[src/tawad_pkg.sv]
package tawad_pkg;
  // ==========================================================
  // register offsets
  localparam logic [7:0] TAWAD_ADDR_PULSE_CFG = 8'h0b;
  localparam logic [7:0] TAWAD_ADDR_FUNC_CTRL = 8'h19;
  localparam logic [7:0] TAWAD_ADDR_FUNC_STATUS = 8'h54;
  localparam logic [7:0] TAWAD_ADDR_AXIS_SRC = 8'h55;
  localparam logic [7:0] TAWAD_ADDR_ANGLE_THR = 8'h59;
  localparam logic [7:0] TAWAD_ADDR_ANGLE_LAT = 8'h5a;
  localparam logic [7:0] TAWAD_ADDR_AXIS_MASK = 8'h5b;
  localparam logic [7:0] TAWAD_ADDR_TILT_WIN = 8'h5c;
  localparam logic [7:0] TAWAD_ADDR_TILT_THR = 8'h5d;
  // ==========================================================
  // field positions
  localparam int TAWAD_ROUTE_ANGLE_BIT = 0;
  localparam int TAWAD_ROUTE_TILT_BIT = 1;
  localparam int TAWAD_LATCH_BIT = 7;
  localparam int TAWAD_FUNCTION_ENABLE_BIT = 2;
  localparam int TAWAD_TILT_EN_BIT = 3;
  localparam int TAWAD_ANGLE_EN_BIT = 7;
  localparam int TAWAD_ANGLE_FLAG_BIT = 0;
  localparam int TAWAD_TILT_FLAG_BIT = 1;
  // ==========================================================
  // reset values
  localparam logic [7:0] TAWAD_RST_PULSE_CFG = 8'h00;
  localparam logic [7:0] TAWAD_RST_FUNC_CTRL = 8'h00;
  localparam logic [7:0] TAWAD_RST_AXIS_MASK = 8'h80;
  localparam logic [7:0] TAWAD_RST_ANGLE_THR = 8'h40;
  localparam logic [7:0] TAWAD_RST_ANGLE_LAT = 8'h05;
  localparam logic [7:0] TAWAD_RST_TILT_WIN = 8'h02;
  localparam logic [7:0] TAWAD_RST_TILT_THR = 8'h10;
  // ==========================================================
  // scaling and rates
  localparam int TAWAD_THR_SHIFT = 7;
  localparam int TAWAD_ANGLE_RATE_HZ = 26;
  localparam int TAWAD_SYS_CLK_HZ = 40000000;
  localparam int TAWAD_SEMI_AXES = 6;
  // ==========================================================
  // tilt averaging states
  typedef enum logic [2:0] {
    TAWAD_T_IDLE = 3'b001,
    TAWAD_T_ACC = 3'b010,
    TAWAD_T_CMP = 3'b100
  } tawad_tilt_state_t;
endpackage

[src/tawad_top.sv]
`timescale 1ns/1ps
module tawad_top import tawad_pkg::*; #(
  parameter int W = 16
) (
  input wire logic sys_clk, // system clock, 40 MHz
  input wire logic reset_n, // sync reset, low active
  input wire logic clk_en, // freezes all state when low
  input wire logic sample_stb, // one-cycle accel sample strobe
  input wire logic signed [W-1:0] acc_x, // accel x sample
  input wire logic signed [W-1:0] acc_y, // accel y sample
  input wire logic signed [W-1:0] acc_z, // accel z sample
  input wire logic [7:0] reg_addr, // register address
  input wire logic reg_wr, // write strobe
  input wire logic [7:0] reg_wdata, // write data
  input wire logic reg_rd, // read strobe
  output logic [7:0] reg_rdata, // read data, one cycle after strobe
  output logic second_irq_pin // second programmable interrupt
);
  // ==========================================================
  // configuration registers
  logic [7:0] pulse_and_route_config_q, pulse_and_route_config_d;
  logic [7:0] embedded_function_control_q, embedded_function_control_d;
  logic [7:0] angle_thr_q, angle_thr_d;
  logic [7:0] angle_lat_q, angle_lat_d;
  logic [7:0] axis_mask_q, axis_mask_d;
  logic [7:0] tilt_win_q, tilt_win_d;
  logic [7:0] tilt_thr_q, tilt_thr_d;

  // write decode; unmapped writes are dropped
  always_comb begin
    pulse_and_route_config_d = pulse_and_route_config_q;
    embedded_function_control_d = embedded_function_control_q;
    angle_thr_d = angle_thr_q;
    angle_lat_d = angle_lat_q;
    axis_mask_d = axis_mask_q;
    tilt_win_d = tilt_win_q;
    tilt_thr_d = tilt_thr_q;
    if (reg_wr) begin
      unique case (reg_addr)
        TAWAD_ADDR_PULSE_CFG: pulse_and_route_config_d = reg_wdata;
        TAWAD_ADDR_FUNC_CTRL: embedded_function_control_d = reg_wdata;
        TAWAD_ADDR_ANGLE_THR: angle_thr_d = reg_wdata;
        TAWAD_ADDR_ANGLE_LAT: angle_lat_d = reg_wdata;
        TAWAD_ADDR_AXIS_MASK: axis_mask_d = reg_wdata;
        TAWAD_ADDR_TILT_WIN: tilt_win_d = reg_wdata;
        TAWAD_ADDR_TILT_THR: tilt_thr_d = reg_wdata;
        default: ;
      endcase
    end
  end

  always_ff @(posedge sys_clk) begin
    if (!reset_n) begin
      pulse_and_route_config_q <= TAWAD_RST_PULSE_CFG;
      embedded_function_control_q <= TAWAD_RST_FUNC_CTRL;
      angle_thr_q <= TAWAD_RST_ANGLE_THR;
      angle_lat_q <= TAWAD_RST_ANGLE_LAT;
      axis_mask_q <= TAWAD_RST_AXIS_MASK;
      tilt_win_q <= TAWAD_RST_TILT_WIN;
      tilt_thr_q <= TAWAD_RST_TILT_THR;
    end else if (clk_en) begin
      pulse_and_route_config_q <= pulse_and_route_config_d;
      embedded_function_control_q <= embedded_function_control_d;
      angle_thr_q <= angle_thr_d;
      angle_lat_q <= angle_lat_d;
      axis_mask_q <= axis_mask_d;
      tilt_win_q <= tilt_win_d;
      tilt_thr_q <= tilt_thr_d;
    end
  end

  logic embedded_function_enable, angle_en, tilt_en, route_angle, route_tilt, latched;
  assign embedded_function_enable = embedded_function_control_q[TAWAD_FUNCTION_ENABLE_BIT];
  assign angle_en = embedded_function_enable
    && embedded_function_control_q[TAWAD_ANGLE_EN_BIT];
  assign tilt_en = embedded_function_enable
    && embedded_function_control_q[TAWAD_TILT_EN_BIT];
  assign route_angle = pulse_and_route_config_q[TAWAD_ROUTE_ANGLE_BIT];
  assign route_tilt = pulse_and_route_config_q[TAWAD_ROUTE_TILT_BIT];
  assign latched = pulse_and_route_config_q[TAWAD_LATCH_BIT];

  // ==========================================================
  // angle detector, one instance per semi-axis
  // limit assumes 1 g near full scale of a W-bit sample; a steep
  // threshold on a low full scale may never be reached
  logic signed [W:0] semi_val [TAWAD_SEMI_AXES];
  logic signed [W:0] angle_limit;
  logic [TAWAD_SEMI_AXES-1:0] semi_fire;
  assign angle_limit = $signed((W+1)'(angle_thr_q) << TAWAD_THR_SHIFT);
  assign semi_val[0] = {acc_x[W-1], acc_x};
  assign semi_val[1] = -{acc_x[W-1], acc_x};
  assign semi_val[2] = {acc_y[W-1], acc_y};
  assign semi_val[3] = -{acc_y[W-1], acc_y};
  assign semi_val[4] = {acc_z[W-1], acc_z};
  assign semi_val[5] = -{acc_z[W-1], acc_z};

  for (genvar i = 0; i < TAWAD_SEMI_AXES; i++) begin : g_semi
    tawad_semi_axis #(.W(W)) u_semi (
      .sys_clk(sys_clk),
      .reset_n(reset_n),
      .clk_en(clk_en),
      .sample_stb(sample_stb),
      .active(angle_en && axis_mask_q[7-i]),
      .value(semi_val[i]),
      .limit(angle_limit),
      .latency(angle_lat_q),
      .fire_q(semi_fire[i])
    );
  end

  logic angle_evt;
  assign angle_evt = |semi_fire;

  // ==========================================================
  // tilt detector: windowed average against last reference
  localparam int SW = W + 8;
  tawad_tilt_state_t tilt_state_q, tilt_state_d;
  logic signed [SW-1:0] sum_q [3];
  logic signed [SW-1:0] sum_d [3];
  logic signed [W:0] ref_q [3];
  logic signed [W:0] ref_d [3];
  logic ref_ok_q, ref_ok_d;
  logic [7:0] win_cnt_q, win_cnt_d;
  logic tilt_evt_q, tilt_evt_d;
  logic signed [W-1:0] acc_in [3];
  logic [7:0] win_len;
  assign acc_in[0] = acc_x;
  assign acc_in[1] = acc_y;
  assign acc_in[2] = acc_z;
  assign win_len = 8'h01 << tilt_win_q[2:0];

  always_comb begin
    logic signed [SW-1:0] avg;
    logic signed [W+1:0] diff;
    logic [W+1:0] tlim;
    logic moved;
    avg = '0;
    diff = '0;
    moved = 1'b0;
    tlim = (W+2)'(tilt_thr_q) << TAWAD_THR_SHIFT;
    tilt_state_d = tilt_state_q;
    sum_d = sum_q;
    ref_d = ref_q;
    ref_ok_d = ref_ok_q;
    win_cnt_d = win_cnt_q;
    tilt_evt_d = 1'b0;
    unique case (tilt_state_q)
      TAWAD_T_IDLE: begin
        ref_ok_d = 1'b0;
        win_cnt_d = 8'h00;
        for (int a = 0; a < 3; a++) sum_d[a] = '0;
        if (tilt_en) tilt_state_d = TAWAD_T_ACC;
      end
      TAWAD_T_ACC: begin
        if (!tilt_en) begin
          tilt_state_d = TAWAD_T_IDLE;
        end else if (sample_stb) begin
          for (int a = 0; a < 3; a++) sum_d[a] = sum_q[a] + SW'(acc_in[a]);
          win_cnt_d = win_cnt_q + 8'h01;
          if (win_cnt_d == win_len) tilt_state_d = TAWAD_T_CMP;
        end
      end
      TAWAD_T_CMP: begin
        for (int a = 0; a < 3; a++) begin
          avg = sum_q[a] >>> tilt_win_q[2:0];
          diff = {avg[W], avg[W:0]} - {ref_q[a][W], ref_q[a]};
          if (diff[W+1]) diff = -diff;
          if ($unsigned(diff) > tlim) moved = 1'b1;
          ref_d[a] = avg[W:0];
          sum_d[a] = '0;
        end
        tilt_evt_d = ref_ok_q && moved && tilt_en;
        if (moved || !ref_ok_q) ref_ok_d = 1'b1;
        else ref_d = ref_q; // small drifts do not creep the reference
        win_cnt_d = 8'h00;
        tilt_state_d = tilt_en ? TAWAD_T_ACC : TAWAD_T_IDLE;
      end
    endcase
  end

  always_ff @(posedge sys_clk) begin
    if (!reset_n) begin
      tilt_state_q <= TAWAD_T_IDLE;
      for (int a = 0; a < 3; a++) begin
        sum_q[a] <= '0;
        ref_q[a] <= '0;
      end
      ref_ok_q <= 1'b0;
      win_cnt_q <= 8'h00;
      tilt_evt_q <= 1'b0;
    end else if (clk_en) begin
      tilt_state_q <= tilt_state_d;
      sum_q <= sum_d;
      ref_q <= ref_d;
      ref_ok_q <= ref_ok_d;
      win_cnt_q <= win_cnt_d;
      tilt_evt_q <= tilt_evt_d;
    end
  end

  // ==========================================================
  // status flags, axis source, interrupt pin and read port
  logic angle_flag_q, angle_flag_d, tilt_flag_q, tilt_flag_d;
  logic [7:0] axis_src_q, axis_src_d;
  logic [7:0] rdata_q, rdata_d;
  logic irq_q, irq_d;
  logic rd_src2;
  assign rd_src2 = reg_rd && (reg_addr == TAWAD_ADDR_FUNC_STATUS);

  // a new event in the read cycle wins over the read clear
  always_comb begin
    angle_flag_d = angle_evt || (angle_flag_q && !rd_src2);
    tilt_flag_d = tilt_evt_q || (tilt_flag_q && !rd_src2);
    axis_src_d = axis_src_q;
    for (int i = 0; i < TAWAD_SEMI_AXES; i++) begin
      if (angle_evt) axis_src_d[7-i] = semi_fire[i];
    end
    irq_d = (route_angle && (latched ? angle_flag_d : angle_evt))
      || (route_tilt && (latched ? tilt_flag_d : tilt_evt_q));
    rdata_d = rdata_q;
    if (reg_rd) begin
      unique case (reg_addr)
        TAWAD_ADDR_PULSE_CFG: rdata_d = pulse_and_route_config_q;
        TAWAD_ADDR_FUNC_CTRL: rdata_d = embedded_function_control_q;
        TAWAD_ADDR_FUNC_STATUS: rdata_d = 8'(angle_flag_q) << TAWAD_ANGLE_FLAG_BIT
          | 8'(tilt_flag_q) << TAWAD_TILT_FLAG_BIT;
        TAWAD_ADDR_AXIS_SRC: rdata_d = axis_src_q;
        TAWAD_ADDR_ANGLE_THR: rdata_d = angle_thr_q;
        TAWAD_ADDR_ANGLE_LAT: rdata_d = angle_lat_q;
        TAWAD_ADDR_AXIS_MASK: rdata_d = axis_mask_q;
        TAWAD_ADDR_TILT_WIN: rdata_d = tilt_win_q;
        TAWAD_ADDR_TILT_THR: rdata_d = tilt_thr_q;
        default: rdata_d = 8'h00;
      endcase
    end
  end

  always_ff @(posedge sys_clk) begin
    if (!reset_n) begin
      angle_flag_q <= 1'b0;
      tilt_flag_q <= 1'b0;
      axis_src_q <= 8'h00;
      irq_q <= 1'b0;
      rdata_q <= 8'h00;
    end else if (clk_en) begin
      angle_flag_q <= angle_flag_d;
      tilt_flag_q <= tilt_flag_d;
      axis_src_q <= axis_src_d;
      irq_q <= irq_d;
      rdata_q <= rdata_d;
    end
  end

  assign reg_rdata = rdata_q;
  assign second_irq_pin = irq_q;

  // ==========================================================
  // checks
  flag_set_a: assert property (@(posedge sys_clk) disable iff (!reset_n)
    (clk_en && angle_evt) |=> angle_flag_q)
    else $error("angle event did not set the status flag");
  read_clear_a: assert property (@(posedge sys_clk) disable iff (!reset_n)
    (clk_en && rd_src2 && !angle_evt && latched && route_angle && !route_tilt)
      |=> (!angle_flag_q && !second_irq_pin))
    else $error("latched pin not cleared by status read");
  route_pin_a: assert property (@(posedge sys_clk) disable iff (!reset_n)
    (clk_en && angle_evt && route_angle) |=> second_irq_pin)
    else $error("routed angle event missing on pin");
  no_route_a: assert property (@(posedge sys_clk) disable iff (!reset_n)
    (clk_en && !route_angle && !route_tilt) |=> !second_irq_pin)
    else $error("pin asserted with routing off");
  enable_gate_a: assert property (@(posedge sys_clk) disable iff (!reset_n)
    (!angle_en && $past(!angle_en)) |-> !angle_evt)
    else $error("angle event while function disabled");
  axis_src_a: assert property (@(posedge sys_clk) disable iff (!reset_n)
    (clk_en && angle_evt) |=> (axis_src_q[7:2] == {$past(semi_fire[0]), $past(semi_fire[1]),
      $past(semi_fire[2]), $past(semi_fire[3]), $past(semi_fire[4]), $past(semi_fire[5])}))
    else $error("axis source does not match triggering semi-axis");
  tilt_win_a: assert property (@(posedge sys_clk) disable iff (!reset_n)
    (tilt_state_q == TAWAD_T_CMP) |-> ($past(win_cnt_q) == win_len - 8'h01))
    else $error("tilt compare before window complete");
  tilt_evt_a: assert property (@(posedge sys_clk) disable iff (!reset_n)
    tilt_evt_q |-> $past(tilt_state_q == TAWAD_T_CMP && ref_ok_q))
    else $error("tilt event outside a window compare");
  reset_axis_a: assert property (@(posedge sys_clk)
    $rose(reset_n) |-> (axis_mask_q == TAWAD_RST_AXIS_MASK))
    else $error("reset axis selection is not positive x");
  angle_irq_c: cover property (@(posedge sys_clk) disable iff (!reset_n)
    angle_evt && route_angle ##1 second_irq_pin);
  tilt_irq_c: cover property (@(posedge sys_clk) disable iff (!reset_n) tilt_evt_q);
  read_clear_c: cover property (@(posedge sys_clk) disable iff (!reset_n)
    angle_flag_q && rd_src2 ##1 !angle_flag_q);
endmodule

[src/tawad_semi_axis.sv]
`timescale 1ns/1ps
// ==========================================================
// one semi-axis: above-threshold run length and event
module tawad_semi_axis import tawad_pkg::*; #(
  parameter int W = 16
) (
  input wire logic sys_clk, // system clock
  input wire logic reset_n, // sync reset, low active
  input wire logic clk_en, // freezes state when low
  input wire logic sample_stb, // new sample at detector rate
  input wire logic active, // function and axis enabled
  input wire logic signed [W:0] value, // projection on this semi-axis
  input wire logic signed [W:0] limit, // scaled threshold
  input wire logic [7:0] latency, // samples needed above limit
  output logic fire_q // one-cycle event
);
  logic [7:0] count_q;
  logic [7:0] count_d;
  logic fire_d;
  logic [7:0] need;

  // zero latency still needs one sample above the limit
  assign need = (latency == 8'h00) ? 8'h01 : latency;

  // run counter saturates so a long hold fires only once
  always_comb begin
    count_d = count_q;
    fire_d = 1'b0;
    if (sample_stb) begin
      if (active && (value > limit)) begin
        if (count_q != 8'hff) begin
          count_d = count_q + 8'h01;
        end
        fire_d = (count_d == need) && (count_q != need);
      end else begin
        count_d = 8'h00;
      end
    end
  end

  always_ff @(posedge sys_clk) begin
    if (!reset_n) begin
      count_q <= 8'h00;
      fire_q <= 1'b0;
    end else if (clk_en) begin
      count_q <= count_d;
      fire_q <= fire_d;
    end
  end

  // ==========================================================
  // checks
  fire_cause_a: assert property (@(posedge sys_clk) disable iff (!reset_n)
    (clk_en && $rose(fire_q) && $past(clk_en)) |->
      $past(sample_stb && active && value > limit && count_d == need))
    else $error("semi-axis event without a full run above limit");
  run_restart_a: assert property (@(posedge sys_clk) disable iff (!reset_n)
    (clk_en && sample_stb && !(active && value > limit)) |=> (count_q == 8'h00))
    else $error("run counter not restarted at or below limit");
  run_step_a: assert property (@(posedge sys_clk) disable iff (!reset_n)
    (clk_en && !sample_stb) |=> $stable(count_q))
    else $error("run counter moved without a sample");
  fire_seen_c: cover property (@(posedge sys_clk) disable iff (!reset_n) fire_q);
endmodule

[config.mk]
export PLATFORM = sky130hd
export DESIGN_NAME = tawad_top
export DESIGN_NICKNAME = d
export VERILOG_FILES = /design/src/tawad_pkg.sv /design/src/tawad_top.sv /design/src/tawad_semi_axis.sv
export SDC_FILE = /design/constraint.sdc
export NUM_CORES = 1
export LEC_CHECK = 0
export BUFFER_PORTS_ARGS = -buffer_cell sky130_fd_sc_hd__buf_2
export CORE_UTILIZATION = 50
export DETAILED_ROUTE_END_ITERATION = 12
export GPL_ROUTABILITY_DRIVEN = 0
export GPL_TIMING_DRIVEN = 0
export HOLD_SLACK_MARGIN = 0.1
export PLACE_DENSITY = 0.66
export SLEW_MARGIN = 20
export SYNTH_ARGS = -nofsm -noshare
export SYNTH_HDL_FRONTEND = slang
export SYNTH_HIERARCHICAL = 1
export SYNTH_SLANG_ARGS = --single-unit
[constraint.sdc]
create_clock -name sys_clk -period 8.27 [get_ports sys_clk]
set_input_delay 1.2405 -clock sys_clk [delete_from_list [all_inputs] [get_ports sys_clk]]
set_output_delay 1.2405 -clock sys_clk [all_outputs]
set_load 0.02 [all_outputs]
* Word-level counts from Yosys, hierarchy flattened *
Cells that the tools add are included.

word-level totals
  memories = 0
  output and inout port bits = 9
  bits in registers = 263
  input bits = 70
  ROM bits = 0
  bits in latches = 0
  bits in writable memories = 0
  logic and storage cells = 220

cells by class
  shifts and indexed selects = 4
  div/mod/pow operators = 0
  multiply operators = 0
  eq/ne operators = 37
  bitwise operators = 1
  mux-type cells = 65
  reduce and logical (&&, ||, !) cells = 51
  $lt $le $gt $ge = 9
  add/subtract/negate cells = 19

operators by type and width
  kind                                                                   number
  8-bit two-way mux                                                      27
  72-bit two-way mux                                                     2
  72-bit one-hot mux with 2 select lines                                 1
  18-bit two-way mux                                                     6
  24-bit by 16-bit adder with 24-bit output                              3
  8-bit one-hot mux with 9 select lines                                  1
  24-bit by 3-bit >>> shifter with 17-bit output                         3
  8-bit by 1-bit adder with 8-bit output, second input constant          7
  8-bit by 7-bit equality test with 1-bit output, second input constant  7
  8-bit equality test                                                    7
  18-bit by 15-bit > comparator with 1-bit output                        3
  18-bit negation                                                        3
  17-bit by 17-bit subtractor with 18-bit output                         3
  17-bit by 16-bit > comparator with 1-bit output                        3
  17-bit negation                                                        3
  16-bit > comparator                                                    3
  8-bit inequality test                                                  6
  8-bit inequality test, second input constant                           6
  3-bit AND reduction                                                    10
  1-bit logical AND                                                      27
  1-bit two-way mux                                                      20
  8-bit one-hot mux with 2 select lines                                  1
  3-bit two-way mux                                                      4
  3-bit one-hot mux with 3 select lines                                  1
  19 further kinds                                                       29

* Depth between registers and ports, before layout *
  word-level depth = 13
  depth in mapped cells = 33

* Hierarchy *
The synthesis kept the hierarchy.

modules (own cells, without submodules)
  module           seq. area each (sq um)  cells an instance  times used  area an instance (sq um)
  tawad_top        4184.0                  2485               1           19784.0
  tawad_semi_axis  180.2                   179                6           1313.8

* Least setup slack after synthesis *
Ideal clock, no wire load.

  path kind = register to register
  from = register tilt_win_q[1]
  to = register ref_q[0] in the netlist's numbering
  stages on the path, launching flop included = 31
  setup time = 118 ps
  required time = 8152 ps
  data arrival time = 6822 ps
  clock period less this slack = 6940 ps
  setup slack = 1330 ps
  buffers on the path = 7
  cells stage by stage = dfxtp_1 clkbuf_1 buf_1 clkbuf_1 buf_1 mux2i_1 nand2_1 o211ai_1 o21ai_0 ha_1 clkbuf_1 nand2b_1 o221ai_1 or3b_1 or3b_1 nor3b_1 a31oi_1 xor2_1 ha_1 nand4_1 nor3_1 nor4b_1 o32a_1 a211oi_1 or4_1 a211oi_2 o2111a_1 a31oi_1 buf_6 buf_12 mux2i_1

between the ends
  word-level cells in the longest chain between the ends = 12
  elaborated cells between the ends (all ways) = 24
  classes of those cells = add/sub: 6; order compare: 3; shift: 3; mux: 10; reduce/logical: 2

ends and longest elaborated chain
  item                                             RTL line          text
  start, declared                                  tawad_top.sv:26   logic [7:0] tilt_win_q, tilt_win_d;
  start signal, assigned                           tawad_top.sv:67   tilt_win_q <= tilt_win_d;
  24-bit by 3-bit >>> shifter with 17-bit output   tawad_top.sv:165  avg = sum_q[a] >>> tilt_win_q[2:0];
  17-bit by 17-bit subtractor with 18-bit output   tawad_top.sv:166  diff = {avg[W], avg[W:0]} - {ref_q[a][W], ref_q[a]};
  18-bit negation                                  tawad_top.sv:167  if (diff[W+1]) diff = -diff;
  18-bit two-way mux                               tawad_top.sv:167
  18-bit two-way mux                               tawad_top.sv:147  unique case (tilt_state_q)
  18-bit by 15-bit > comparator with 1-bit output  tawad_top.sv:168  if ($unsigned(diff) > tlim) moved = 1'b1;
  1-bit two-way mux (3 in series)                  tawad_top.sv:168
  1-bit two-way mux                                tawad_top.sv:147
  1-bit logical OR                                 tawad_top.sv:173  if (moved || !ref_ok_q) ref_ok_d = 1'b1;
  3-bit AND reduction (no line)                    --
  end signal, assigned                             tawad_top.sv:194  ref_q <= ref_d;
  end, declared                                    tawad_top.sv:120  logic signed [W:0] ref_q [3];

Several ways; a longest one is shown, not always the timed one. The select of a mux whose other input is x is not followed.
A chain may end at the register's enable or synchronous reset.

* Worst setup path in the final report *
  from = register tilt_win_q[1]
  to = register ref_q[37] in the netlist's numbering

The elaborated chain is that of the path after synthesis.

==> metrics.md <==
| Metric | Value |
|---|---|
| Leakage | `0.0125 uW` |
| Most common cell in the netlist | `nand2_1` |
| PortBufs | `76` |
| Reg power frac | `0.414` |
| Max Fclk | `0.131 GHz` |
| Max Cap Violations | `0` |
| WL/cell | `about 19 um` |
| Crit-path max FO | `10` |
| First-pass GRT wire length | `~130,000 um` |
| Worst R2R Path Depth | `30` |
| Grt ovf | `0` |
| Vias | `~26,000` |
| Clock transition at path regs | `roughly 0.060 ns` |
| Vias in the first global route | `23,900` |
| Core Rows | `85` |
| Seq/Total Area, Yosys | `0.190` |
| DRT iter0 DRCs | `2,041` |
| Mapped cell area | `0.0277 mm^2` |
| Area Growth Syn to Fin | `9.09%` |
| Clock sink count | `263` |
| Number of synthesized flops with an enable pin | `0` |
| Post-DR vias/cell | `around 5.9` |
| Tmin final | `approximately 7.6 ns` |
| Worst setup path category | `reg -> reg` |
| Syn Area/Cell | `just under 8 um^2` |
| Combinational share of power | `0.141` |
| H-Tree Depth | `1` |
| RSZ-0062 raised after global routing | `false` |
| CP Capture Point | `ref_q[37]$_SDFFE_PN0P_` |
| Clk_lat worst skew | `roughly 0.60 ns` |
| Switching part of the total | `0.280` |
| Die W | `237 um` |
| Crit path launch | `tilt_win_q[1]$_SDFFE_PN1P_` |
| Largest net degree at the start of global routing | `39` |
| Area of the die | `around 0.056 mm^2` |
| Post-synth top cells | `nand2_1 (373), inv_1 (268), dfxtp_1 (263), ha_1 (259), a21oi_1 (218)` |
| Post-route ant nets | `0` |
| Slew at the pin closest to its max-slew limit | `1.19 ns` |
| Die Y | `237 um` |
| Residual DRC | `0` |
| Slew HR | `0.208` |
| Fin crit share | `0.925` |
| CP max stage delay | `0.47 ns` |
| Deepest clock path buffer count | `3` |
| Critical path arrival | `between 8 and 9 ns` |
| Layout Nets | `between 4,000 and 5,000` |
| Synth top area cells | `dfxtp_1 (19%), ha_1 (12%), mux2i_1 (5.5%)` |
| Reg-to-reg critical path endpoint | `ref_q[37]$_SDFFE_PN0P_` |
| Hold crit path type | `reg -> reg` |
| CTS tree | `done` |
| Yosys warnings | `6` |
| I/O pins | `79` |
| Post-synth ARST share | `0` |
| Syn Inst Count | `around 3,600` |
| Net Switching | `around 860 uW` |
| Initial Util | `0.510` |
| Detailed Routing Iterations Pass 1 | `5` |
| Ant diodes | `0` |
| Slowest cell on crit path | `or3b_1` |
| Int Power | `2210 uW` |
| Clock network power share | `0.445` |
| Fill cells | `between 5,000 and 6,000` |
| Share of post-route cells with drive strength above 1 | `0.0991` |
| Cell taking the most area after synthesis | `dfxtp_1` |
| CP startpoint kind | `register` |
| Peak supply drop | `approximately 170 uV` |
| Top_reg_cell synth | `dfxtp_1` |
| Final Hold Slack | `0.456 ns` |
| Synth top area share | `0.190` |
| Core Region | `0.0542 mm^2` |
| Final Max Slew Viols | `0` |
| Tot GR Track Use | `0.291` |
| Clock root buffer | `clkbuf_16` |
| Final Hold Fails | `0` |
| Worst path most repeated cell | `clkbuf_2` |
| WL final | `84,300 um` |
| Total CTS buffers | `31` |
| Hold_buf cts | `0` |
| WP data required | `8.73 ns` |
| Reg area | `0.00527 mm^2` |
| Flops & latches, synth | `263` |
| Worst reg2reg path startpoint | `tilt_win_q[1]$_SDFFE_PN1P_` |
| Initial antenna violation count | `0` |
| Clock skew | `0.0279 ns` |
| Final setup vio count | `0` |
| Post-DP HPWL | `approximately 65,000 um` |
| Flop2flop setup slack | `a little over 0.6 ns` |
| Multi-input combinational cell area | `around 0.021 mm^2` |
| Count of different cell masters after synthesis | `110` |
| Worst setup EP type | `register` |
| PD cells | `102 mW/mm^2` |
| Status | `finished clean` |
| Overall power | `3080 uW` |
## layer usage
layer,wire length [um],up-vias,part of all wire,global-route usage
met4,2200,0,0.026,0.0766
met2,37800,750,0.45,0.474
met1,39700,12300,0.47,0.413
met5,0,-,0,0
li1,-,13200,-,-
met3,4560,114,0.054,0.0223
## what timing repair did
| item | CTS | global route |
|---|---|---|
| buffers inserted | 0 | 0 |
| resized for setup | 4 | 16 |
| endpoints found under the setup margin | 52 | 52 |
## layout by cell type (no fill, tap or decap), types with 109 or more instances in the layout
master   count
ha_1       259
a21oi_1    218
dfxtp_1    261
nor2_1     196
nand2_1    373
o21ai_0    166
inv_1      268
xor2_1     109
mux2i_1    152
xnor2_1    126
nor2b_1    138
## per-stage QoR
stage               setup WS [ns]  setup TNS (ns)  utilization  instance area, um^2  std cells
floorplan                    1.33               0            -                27900       3612
global placement           -0.191           -9.16        0.537                29100       4384
detailed placement         -0.268          -13.13        0.538                29200       4386
CTS                        0.0134               0        0.556                30200       4442
global route              0.00664               0        0.556                30200       4441
finish                      0.624               0        0.556                30200       4441
## power groups by stage
stage	registers [uW]	logic, uW	clock network [uW]
final	1270	432	1370
after global routing	1270	477	1440
after CTS	1270	427	1380
after detailed placement	1300	425	0
after global placement	1300	422	0
after floorplan	1300	283	0
## logic make-up after synthesis
group	count (synthesis)	share of synthesized area
other cells	1	0.000136
xor+xnor	235	0.0744
fa+ha+maj	265	0.121
compound gates	905	0.221
buf+inv	443	0.0724
simple gates	1220	0.227
mux	227	0.0935
flops	263	0.190
## how the worst min path moves through the flow
stage / from / to / slack, ns / depth (start not counted)
after floorplan: ref_q[10]$_SDFFE_PN0P_ / ref_q[10]$_SDFFE_PN0P_ / 0.43 / 2
after global placement: ref_q[33]$_SDFFE_PN0P_ / ref_q[33]$_SDFFE_PN0P_ / 0.44 / 2
after detailed placement: ref_q[38]$_SDFFE_PN0P_ / ref_q[38]$_SDFFE_PN0P_ / 0.45 / 2
after CTS: ref_q[29]$_SDFFE_PN0P_ / ref_q[29]$_SDFFE_PN0P_ / 0.46 / 2
after global routing: ref_q[13]$_SDFFE_PN0P_ / ref_q[13]$_SDFFE_PN0P_ / 0.48 / 2
final: ref_q[43]$_SDFFE_PN0P_ / ref_q[43]$_SDFFE_PN0P_ / 0.46 / 2
## area by class of cell
class                   count  share of cell area
inverters                 269              0.0335
repair buffers             78              0.0135
well taps                 696              0.0289
flip-flops and latches    263               0.175
clock inverters            13             0.00369
plain buffers             173              0.0333
multi-input cells        2906               0.683
clock buffers              43              0.0295
## critical path, delay by kind of cell (launching register included)
kind	cells	cell delay [ns]
muxes	2	0.43
buffers and inverters	7	1.39
and+or+nand+nor	8	2.50
adders and majority gates	3	1.03
AOI/OAI and AO/OA	9	1.64
DFF	1	0.32
xor gates and xnor gates	1	0.17
## state kept, by name (all words and copies together) (netlist names), 3 cells and up
signal and flops:
sum_q 72, ref_q 51, g_semi.u_semi/count_q 48, angle_lat_q 8, angle_thr_q 8, axis_mask_q 8
embedded_function_control_q 8, pulse_and_route_config_q 8, reg_rdata 8, tilt_thr_q 8, tilt_win_q 8, win_cnt_q 8
axis_src_q 6, g_semi.u_semi/fire_q 6, tilt_state_q 3
No activity file was read; power rests on OpenSTA's default activity.
